[config.mk]
export PLATFORM = sky130hd
export DESIGN_NAME = cgrb_bank
export DESIGN_NICKNAME = d
export VERILOG_FILES = /design/src/rtl/cgrb_pkg.sv /design/src/rtl/cgrb_bank.sv
export VERILOG_INCLUDE_DIRS = /design/src /design/src/rtl
export SDC_FILE = /design/constraint.sdc
export NUM_CORES = 1
export LEC_CHECK = 0
export ABC_AREA = 1
export ABC_CLOCK_PERIOD_IN_PS = 3680
export BUFFER_PORTS_ARGS = -buffer_cell sky130_fd_sc_hd__buf_2
export CORE_UTILIZATION = 35
export CTS_CLUSTER_DIAMETER = 30
export DETAILED_ROUTE_END_ITERATION = 6
export MAX_ROUTING_LAYER = met4
export PLACE_DENSITY = 0.55
export SLEW_MARGIN = 25
export SYNTH_ARGS = -nofsm -noshare
export SYNTH_HDL_FRONTEND = slang
export SYNTH_SLANG_ARGS = --single-unit
[constraint.sdc]
create_clock -name sys_clk -period 3.68 [get_ports sys_clk]
set_input_delay 0.368 -clock sys_clk [delete_from_list [all_inputs] [get_ports sys_clk]]
set_output_delay 0.368 -clock sys_clk [all_outputs]
set_load 0.05 [all_outputs]
[src/rtl/cgrb_params.svh]
// Purpose: constants for the codec global register bank
// Assumes: command bytes are eight bits; read code has bit 7 clear
// Notes: write code is read code with bit 7 set
`ifndef CGRB_PARAMS_SVH
`define CGRB_PARAMS_SVH
`define CGRB_WR_BIT 7
`define CGRB_CMD_PLL 7'h20
`define CGRB_CMD_PCM 7'h22
`define CGRB_CMD_CLK 7'h23
`define CGRB_CMD_RST 7'h24
`define CGRB_CMD_LOOP 7'h25
`define CGRB_CMD_CONF 7'h26
`define CGRB_CMD_GAIN 7'h27
`define CGRB_CMD_SLOT_FIRST 7'h28
`define CGRB_CMD_SLOT_LAST 7'h2D
`define CGRB_CMD_TX_B 7'h28
`define CGRB_CMD_RX_B 7'h29
`define CGRB_CMD_TX_C 7'h2A
`define CGRB_CMD_RX_C 7'h2B
`define CGRB_CMD_TX_D 7'h2C
`define CGRB_CMD_RX_D 7'h2D
`define CGRB_CMD_FSK_FLAG 7'h32
`define CGRB_CMD_FSK_DATA 7'h33
`define CGRB_CMD_FSK_SEIZE 7'h34
`define CGRB_CMD_FSK_MARK 7'h35
`define CGRB_CMD_LM1 7'h2E
`define CGRB_CMD_LM2 7'h2F
`define CGRB_CMD_LMR_LO 7'h30
`define CGRB_CMD_LMR_HI 7'h31
`define CGRB_CMD_FSK_FIRST 7'h32
`define CGRB_CMD_FSK_CTRL 7'h36
`define CGRB_CMD_POL 7'h37
`define CGRB_CMD_HOOK 7'h39
`define CGRB_RST_PCM 8'h40
`define CGRB_RST_CLK 8'h02
`define CGRB_RST_ZERO 8'h00
`define CGRB_HARDWARE_RESET_BIT_BIT 7
`define CGRB_SOFTWARE_RESET_BIT_BIT 5
`define CGRB_MEM_SINGLE_BIT 7
`define CGRB_MEM_EN_BIT 6
`define CGRB_TONE_BP_CENTER_HZ 2100
`define CGRB_TONE_BP_BW_HZ 60
`define CGRB_TONE_BS_BW_HZ 230
`define CGRB_METER_CENTER_HZ 1014
`define CGRB_METER_Q 5
`define CGRB_TG_COEF_DUAL 16'h2000
`endif

[src/rtl/cgrb_pkg.sv]
// Purpose: types for the codec global register bank
// Assumes: nothing beyond the params header
// Notes: state is one packed struct
package cgrb_pkg;
  typedef logic [7:0] cgrb_byte_t;
  typedef struct packed {
    cgrb_byte_t pll;
    cgrb_byte_t pcm;
    cgrb_byte_t clk;
    cgrb_byte_t rst;
    cgrb_byte_t loop;
    cgrb_byte_t conf;
    cgrb_byte_t gain;
    cgrb_byte_t [5:0] slot;
    cgrb_byte_t lm1;
    cgrb_byte_t lm2;
    cgrb_byte_t lmr_lo;
    cgrb_byte_t lmr_hi;
    cgrb_byte_t [4:0] fsk;
    cgrb_byte_t pol;
    logic [7:0] hook_irq;
    cgrb_byte_t rd_data;
    logic rd_valid;
    logic sw_reset_pulse;
    logic [7:0] hook_s1;
    logic [7:0] hook_s2;
    logic [7:0] hook_s3;
  } cgrb_state_s;
endpackage

[src/rtl/cgrb_bank.sv]
// Purpose: global configuration and status register bank of a quad PCM codec
// Assumes: command decoder delivers one command byte with a strobe, data with it
// Notes: hook inputs come from pins and are synchronised here
`timescale 1ns/1ps
`default_nettype none
`include "cgrb_params.svh"
// ========================================
// register bank
// Function
// - each register except meter result 30H/31H has a read code and a write code with bit 7 set; reset control 24H/A4H.
// - meter result low 30H and high 31H are read only and reset to zero.
// - register 23H holds channel enables in bits 7:4 and clock select in 3:0, default 02H.
// - slot registers 28H to 2DH carry highway select in bit 7 and slot number in bits 6:0.
// - meter config 2 has single shot, enable, select and the top three count bits.
// - hook status at 39H reports off-hook and ground-key per channel; B9H clears pending irqs.
// - conference gain is eight bits at 27H/A7H, default zero.
// - default tone detector bandpass is 2100 Hz centre, 60 Hz bandwidth.
// - default tone detector bandstop is 2100 Hz centre, 230 Hz bandwidth.
// - default meter filter is 1014 Hz centre with Q of 5.
// - the two reserved slots have no commands and no default.
module cgrb_bank (
  input wire logic sys_clk,
  input wire logic rst,
  input wire logic cmd_valid,
  input wire logic [7:0] cmd_byte,
  input wire logic [7:0] wr_data,
  output logic [7:0] rd_data,
  output logic rd_valid,
  input wire logic [7:0] hook_status_in,
  input wire logic meter_result_valid,
  input wire logic [15:0] meter_result_in,
  output logic [3:0] channel_enable_mask,
  output logic [3:0] clock_select,
  output logic pll_power_down,
  output logic [7:0] conference_gain_value,
  output logic meter_single_shot,
  output logic meter_enable,
  output logic [1:0] meter_select,
  output logic [10:0] meter_count,
  output logic [47:0] slot_config,
  output logic hardware_reset_bit,
  output logic software_reset_bit,
  output logic hook_irq_pending,
  output logic [15:0] tone_bp_center_hz,
  output logic [15:0] tone_bp_bw_hz,
  output logic [15:0] tone_bs_bw_hz,
  output logic [15:0] meter_center_hz,
  output logic [3:0] meter_q
);
  cgrb_pkg::cgrb_state_s s_q;
  cgrb_pkg::cgrb_state_s s_d;
  logic is_wr;
  logic [6:0] code;
  localparam int NUM_CH = 4;
  logic [7:0] hook_change;

  assign is_wr = cmd_byte[`CGRB_WR_BIT];
  assign code = cmd_byte[6:0];

  // ========================================
  // hook change detect per channel; both compare stages sit behind the
  // synchroniser so the first flop feeds nothing but the second
  genvar ch;
  generate
    for (ch = 0; ch < NUM_CH; ch = ch + 1)
    begin : g_hook
      // off-hook bit of this channel
      assign hook_change[2*ch] = s_q.hook_s2[2*ch] ^ s_q.hook_s3[2*ch];
      // ground-key bit of this channel
      assign hook_change[2*ch+1] = s_q.hook_s2[2*ch+1] ^ s_q.hook_s3[2*ch+1];
    end
  endgenerate
  // ========================================
  // next state
  always_comb
  begin
    s_d = s_q;
    s_d.rd_valid = 1'b0;
    s_d.sw_reset_pulse = 1'b0;
    s_d.hook_s1 = hook_status_in;
    s_d.hook_s2 = s_q.hook_s1;
    s_d.hook_s3 = s_q.hook_s2;
    if (meter_result_valid)
    begin
      s_d.lmr_lo = meter_result_in[7:0];
      s_d.lmr_hi = meter_result_in[15:8];
    end
    if (cmd_valid && is_wr)
    begin
      unique case (code)
        // pll power-down
        `CGRB_CMD_PLL:
        begin
          s_d.pll = wr_data;
        end
        // pcm coding and framing
        `CGRB_CMD_PCM:
        begin
          s_d.pcm = wr_data;
        end
        // enable mask over clock select
        `CGRB_CMD_CLK:
        begin
          s_d.clk = wr_data;
        end
        // reset bits act from the register on the next cycle
        `CGRB_CMD_RST:
        begin
          s_d.rst = wr_data;
          s_d.sw_reset_pulse = wr_data[`CGRB_SOFTWARE_RESET_BIT_BIT];
        end
        // loopbacks
        `CGRB_CMD_LOOP:
        begin
          s_d.loop = wr_data;
        end
        // conference control
        `CGRB_CMD_CONF:
        begin
          s_d.conf = wr_data;
        end
        // conference gain, full byte
        `CGRB_CMD_GAIN:
        begin
          s_d.gain = wr_data;
        end
        // part b transmit highway and slot
        `CGRB_CMD_TX_B:
        begin
          s_d.slot[0] = wr_data;
        end
        // part b receive highway and slot
        `CGRB_CMD_RX_B:
        begin
          s_d.slot[1] = wr_data;
        end
        // part c transmit highway and slot
        `CGRB_CMD_TX_C:
        begin
          s_d.slot[2] = wr_data;
        end
        // part c receive highway and slot
        `CGRB_CMD_RX_C:
        begin
          s_d.slot[3] = wr_data;
        end
        // part d transmit highway and slot
        `CGRB_CMD_TX_D:
        begin
          s_d.slot[4] = wr_data;
        end
        // part d receive highway and slot
        `CGRB_CMD_RX_D:
        begin
          s_d.slot[5] = wr_data;
        end
        // meter count low byte
        `CGRB_CMD_LM1:
        begin
          s_d.lm1 = wr_data;
        end
        // meter mode bits and count top bits
        `CGRB_CMD_LM2:
        begin
          s_d.lm2 = wr_data;
        end
        // fsk flag length
        `CGRB_CMD_FSK_FLAG:
        begin
          s_d.fsk[0] = wr_data;
        end
        // fsk data length
        `CGRB_CMD_FSK_DATA:
        begin
          s_d.fsk[1] = wr_data;
        end
        // fsk seizure length
        `CGRB_CMD_FSK_SEIZE:
        begin
          s_d.fsk[2] = wr_data;
        end
        // fsk mark length
        `CGRB_CMD_FSK_MARK:
        begin
          s_d.fsk[3] = wr_data;
        end
        // fsk control
        `CGRB_CMD_FSK_CTRL:
        begin
          s_d.fsk[4] = wr_data;
        end
        // interrupt polarity
        `CGRB_CMD_POL:
        begin
          s_d.pol = wr_data;
        end
        // a hook write only clears pending events
        `CGRB_CMD_HOOK:
        begin
          s_d.hook_irq = 8'h00;
        end
        // reserved slots, result bytes and unmapped codes change nothing
        default:
        begin
        end
      endcase
    end
    // events merge after the clear so a same-cycle event survives
    s_d.hook_irq = s_d.hook_irq | hook_change;
    if (cmd_valid && !is_wr)
    begin
      s_d.rd_valid = 1'b1;
      unique case (code)
        // configuration registers
        `CGRB_CMD_PLL:
        begin
          s_d.rd_data = s_q.pll;
        end
        `CGRB_CMD_PCM:
        begin
          s_d.rd_data = s_q.pcm;
        end
        `CGRB_CMD_CLK:
        begin
          s_d.rd_data = s_q.clk;
        end
        `CGRB_CMD_RST:
        begin
          s_d.rd_data = s_q.rst;
        end
        `CGRB_CMD_LOOP:
        begin
          s_d.rd_data = s_q.loop;
        end
        `CGRB_CMD_CONF:
        begin
          s_d.rd_data = s_q.conf;
        end
        `CGRB_CMD_GAIN:
        begin
          s_d.rd_data = s_q.gain;
        end
        // time-slot registers
        `CGRB_CMD_TX_B:
        begin
          s_d.rd_data = s_q.slot[0];
        end
        `CGRB_CMD_RX_B:
        begin
          s_d.rd_data = s_q.slot[1];
        end
        `CGRB_CMD_TX_C:
        begin
          s_d.rd_data = s_q.slot[2];
        end
        `CGRB_CMD_RX_C:
        begin
          s_d.rd_data = s_q.slot[3];
        end
        `CGRB_CMD_TX_D:
        begin
          s_d.rd_data = s_q.slot[4];
        end
        `CGRB_CMD_RX_D:
        begin
          s_d.rd_data = s_q.slot[5];
        end
        // level meter configuration and result
        `CGRB_CMD_LM1:
        begin
          s_d.rd_data = s_q.lm1;
        end
        `CGRB_CMD_LM2:
        begin
          s_d.rd_data = s_q.lm2;
        end
        `CGRB_CMD_LMR_LO:
        begin
          s_d.rd_data = s_q.lmr_lo;
        end
        `CGRB_CMD_LMR_HI:
        begin
          s_d.rd_data = s_q.lmr_hi;
        end
        // fsk timing and control
        `CGRB_CMD_FSK_FLAG:
        begin
          s_d.rd_data = s_q.fsk[0];
        end
        `CGRB_CMD_FSK_DATA:
        begin
          s_d.rd_data = s_q.fsk[1];
        end
        `CGRB_CMD_FSK_SEIZE:
        begin
          s_d.rd_data = s_q.fsk[2];
        end
        `CGRB_CMD_FSK_MARK:
        begin
          s_d.rd_data = s_q.fsk[3];
        end
        `CGRB_CMD_FSK_CTRL:
        begin
          s_d.rd_data = s_q.fsk[4];
        end
        // polarity and synchronised hook status
        `CGRB_CMD_POL:
        begin
          s_d.rd_data = s_q.pol;
        end
        `CGRB_CMD_HOOK:
        begin
          s_d.rd_data = s_q.hook_s2;
        end
        // reserved and unmapped codes give no answer
        default:
        begin
          s_d.rd_data = `CGRB_RST_ZERO;
          s_d.rd_valid = 1'b0;
        end
      endcase
    end
  end

  // ========================================
  // state register; software reset restores configuration defaults
  always_ff @(posedge sys_clk)
  begin
    if (rst)
    begin
      s_q <= '0;
      s_q.pcm <= `CGRB_RST_PCM;
      s_q.clk <= `CGRB_RST_CLK;
    end
    else if (s_q.sw_reset_pulse)
    begin
      // pin history survives so the restart shows no false hook event
      s_q <= '0;
      s_q.pcm <= `CGRB_RST_PCM;
      s_q.clk <= `CGRB_RST_CLK;
      s_q.hook_s1 <= s_d.hook_s1;
      s_q.hook_s2 <= s_d.hook_s2;
      s_q.hook_s3 <= s_d.hook_s3;
      // a hook event in the reset cycle still wins over the clear
      s_q.hook_irq <= hook_change;
    end
    else
      s_q <= s_d;
  end

  // ========================================
  // field outputs
  assign rd_data = s_q.rd_data;
  assign rd_valid = s_q.rd_valid;
  assign channel_enable_mask = s_q.clk[7:4];
  assign clock_select = s_q.clk[3:0];
  assign pll_power_down = s_q.pll[7];
  assign conference_gain_value = s_q.gain;
  assign meter_single_shot = s_q.lm2[`CGRB_MEM_SINGLE_BIT];
  assign meter_enable = s_q.lm2[`CGRB_MEM_EN_BIT];
  assign meter_select = s_q.lm2[5:4];
  assign meter_count = {s_q.lm2[2:0], s_q.lm1};
  assign slot_config = s_q.slot;
  assign hardware_reset_bit = s_q.rst[`CGRB_HARDWARE_RESET_BIT_BIT];
  assign software_reset_bit = s_q.rst[`CGRB_SOFTWARE_RESET_BIT_BIT];
  assign hook_irq_pending = |s_q.hook_irq;
  // fixed default filter tuning, reported for the filter blocks
  assign tone_bp_center_hz = 16'(`CGRB_TONE_BP_CENTER_HZ);
  assign tone_bp_bw_hz = 16'(`CGRB_TONE_BP_BW_HZ);
  assign tone_bs_bw_hz = 16'(`CGRB_TONE_BS_BW_HZ);
  assign meter_center_hz = 16'(`CGRB_METER_CENTER_HZ);
  assign meter_q = 4'(`CGRB_METER_Q);
endmodule
`default_nettype wire

==> results.yml <==
outcome:
  status: "complete, no violations"
synth:
  ys_seq_elements: 226
  ys_seq_area_frac: 0.413
  yosysTopAreaCellShare: 0.413
  ys.warnings.count: 0
  synth_cell_types: 25
  netlist_area_mm2: 0.0110
  synth_area_leader_cell: "dfxtp_1"
  syn_inst: 1576
  avgSynthCellArea_um2: 6.96
  synth_area_leaders: "dfxtp_1 41%, nand2_1 12%, buf_4 11%"
drt:
  dr.pass1.iters: 5
  avgViaCountPerCell: 4.84
  detail-route-antenna-nets: 0
  wl_per_cell_um: 16.6
  post-route-drc-count: 0
  drt_first_iter_violations: 1016
  num_vias: 9968
  routed_wl_um: 34100
pwr:
  p_int_mw: 6.12
  pwr-share-seq: 0.315
  power.share.switching: 0.231
  power_leakage_nw: 5.31
  ir_worst_vdd_v: 0.000331
  comb_power_share: 0.055
  powerDensity_mw_per_mm2: 613
  power_frac_clock: 0.630
  p_sw_mw: 1.84
critical_path:
  cp-start-kind: "input port"
  cp_cell_sequence: "buf_2 -> inv_1 -> nand3_2 -> nor2_1 -> nand2_1 -> o21ai_0 -> a21oi_1"
  crit_path_top_delay_cell: "nor2_1"
  critical_path_arrival_ns: 2.45
  required_ns: 4.11
  path_max_fanout: 12
  reg2reg_setup_slack_ns: 1.79
  slowest_delay_ns: 0.71
  path_class: "in2reg"
  end_kind: "flip-flop"
place:
  gp_congestion: 0.933
  io_buffer_count: 135
  placed_cell_area_mm2: 0.0110
  dp_hpwl_um: 23100
  dp.cells: 1952
clocking:
  cts_tree: "done"
  cts_resized: 0
  clkSlewWorstSetupHoldPaths_ns: 0.04
  cts_made_buffers: 57
  h-tree-depth: 2
  clock_sinks: 226
  clk_path_buf_depth: 3
  cts-root-buf: "clkbuf_16"
  clock_latency_ns: 0.57
final_layout:
  fin_area_mm2: 0.0130
  stdcell_count: 2058
  drive_above_1_share: 0.160
  fin_nets: 1660
  most-common-layout-cells: "354 x nand2_1, 226 x dfxtp_1, 177 x a21oi_1"
  mostFrequentLayoutCell: "nand2_1"
  synthToLayoutAreaGrowth_pct: 18.4
global_routing:
  grt_pass1_wl_um: 51000
  overflow: 0
  antenna_found_initial: 2
  grt_start_max_net_pins: 75
  gr-usage-all-layers: 0.216
  grt_pass1_vias: 8958
timing:
  rsz0062_at_grt: "false"
  slew_violations: 0
  max_slew_margin: 0.479
  hold_viol_final: 0
  fin_crit_sh: 0.550
  worst_slew_pin_slew_ns: 0.782
  tns_ns: 0
  final-setup-viol-count: 0
  period_needed_ns: 2.02
  max_freq_mhz: 495
  clock_skew_ns: 0.0174
floorplanning:
  initial_core_util: 0.357
  pin_count: 204
  rows: 64
  die_height_um: 179
  core_region_area_mm2: 0.0307
  die_area_mm2: 0.0320
  die_x_um: 179
run:
  max_cap_violations: 0
worst_hold_path:
  hold_path_class: "in2reg"
[worst max-delay path, delay by kind of cell]
kind / cells / cell delay (ns)
simple gates: 3 / 1.51
buf+inv: 2 / 0.24
compound gates: 2 / 0.32
[per-stage QoR]
| stage | hold WS (ns) | worst slack [ns] | total power [mW] | util |
|---|---|---|---|---|
| floorplan | 0.388 | 2.01 | 2.93 | - |
| global placement | 0.393 | 1.16 | 2.98 | 0.358 |
| detailed placement | 0.394 | 1.13 | 2.98 | 0.358 |
| CTS | 0.00334 | 1.70 | 8.01 | 0.423 |
| global route | 0.0257 | 1.43 | 8.20 | 0.423 |
| finish | 0.0153 | 1.66 | 7.96 | 0.423 |
[sequential cells by signal, indices dropped and copies added (netlist names)]
| register | cells |
|---|---|
| conference_gain_value | 8 |
| hardware_reset_bit | 1 |
| rd_valid | 1 |
| meter_select | 2 |
| slot_config | 48 |
| meter_single_shot | 1 |
| meter_count | 11 |
| software_reset_bit | 1 |
| s_q | 119 |
| clock_select | 4 |
| channel_enable_mask | 4 |
| pll_power_down | 1 |
| meter_enable | 1 |
| rd_data | 8 |
| s_d | 16 |
[power groups by stage]
| stage | Combinational [mW] | Sequential, mW | Clock (mW) |
|---|---|---|---|
| after floorplan | 0.383 | 2.54 | 0 |
| after global placement | 0.430 | 2.55 | 0 |
| after detailed placement | 0.431 | 2.55 | 0 |
| after CTS | 0.433 | 2.51 | 5.07 |
| after global routing | 0.467 | 2.51 | 5.23 |
| final | 0.435 | 2.51 | 5.02 |
[cell usage after synthesis]
master	number
nor2_1	159
nor4_1	2
nor2_2	13
nor2_4	5
o21ai_1	1
nand2_1	354
nand3_4	1
buf_6	2
inv_1	109
clkinv_1	3
nand3_2	3
buf_1	1
a21oi_1	177
buf_2	13
nand3_1	149
inv_2	5
conb_1	2
clkbuf_1	54
nand2_2	1
xnor2_1	8
nand4_1	1
dfxtp_1	226
buf_4	160
o21ai_0	119
o21bai_1	8
[cell families (layout without fill, tap and decap cells)]
kind of cell / Yosys count / in the layout / synth area share
other: 2 / 70 / 0.000685
flip-flops: 226 / 226 / 0.413
XOR/XNOR: 8 / 8 / 0.00639
AND/OR/NAND/NOR: 688 / 688 / 0.263
AO/OA/AOI/OAI: 305 / 305 / 0.141
buffers and inverters: 347 / 365 / 0.176
[cell type report]
| cell class | instances | area (um^2) |
|---|---|---|
| diodes | 2 | 5.00 |
| clock buffers | 86 | 1710 |
| clock inverters | 17 | 272 |
| fillers | 3185 | 17700 |
| inverters | 117 | 440 |
| multi-input cells | 1069 | 4760 |
| flip-flops and latches | 226 | 4520 |
| well taps | 396 | 495 |
| repair buffers | 145 | 778 |
[metal layers]
layer / vias to the layer above / share of wire / wire (um) / track usage
met1: 4586 / 0.46 / 15600 / 0.290
met3: 53 / 0.070 / 2380 / 0.0369
met2: 390 / 0.45 / 15300 / 0.325
met4: 0 / 0.024 / 812 / 0.0749
li1: 4939 / - / - / -
met5: - / 0 / 0 / -
[timing repair]
item / CTS / global route
hold endpoints to repair: 1 / 0
hold buffers: 1 / 0
buffers inserted: 0 / 0
[final timing paths]
check               startpoint         end  depth (start not counted)
max                cmd_byte[6]    s_q[184]                          7
min          hook_status_in[1]      s_d[9]                          3
max reg2reg            s_q[24]  rd_data[7]                          5
min reg2reg            s_d[12]      s_d[4]                          2
(Power assumes the default switching activity.)
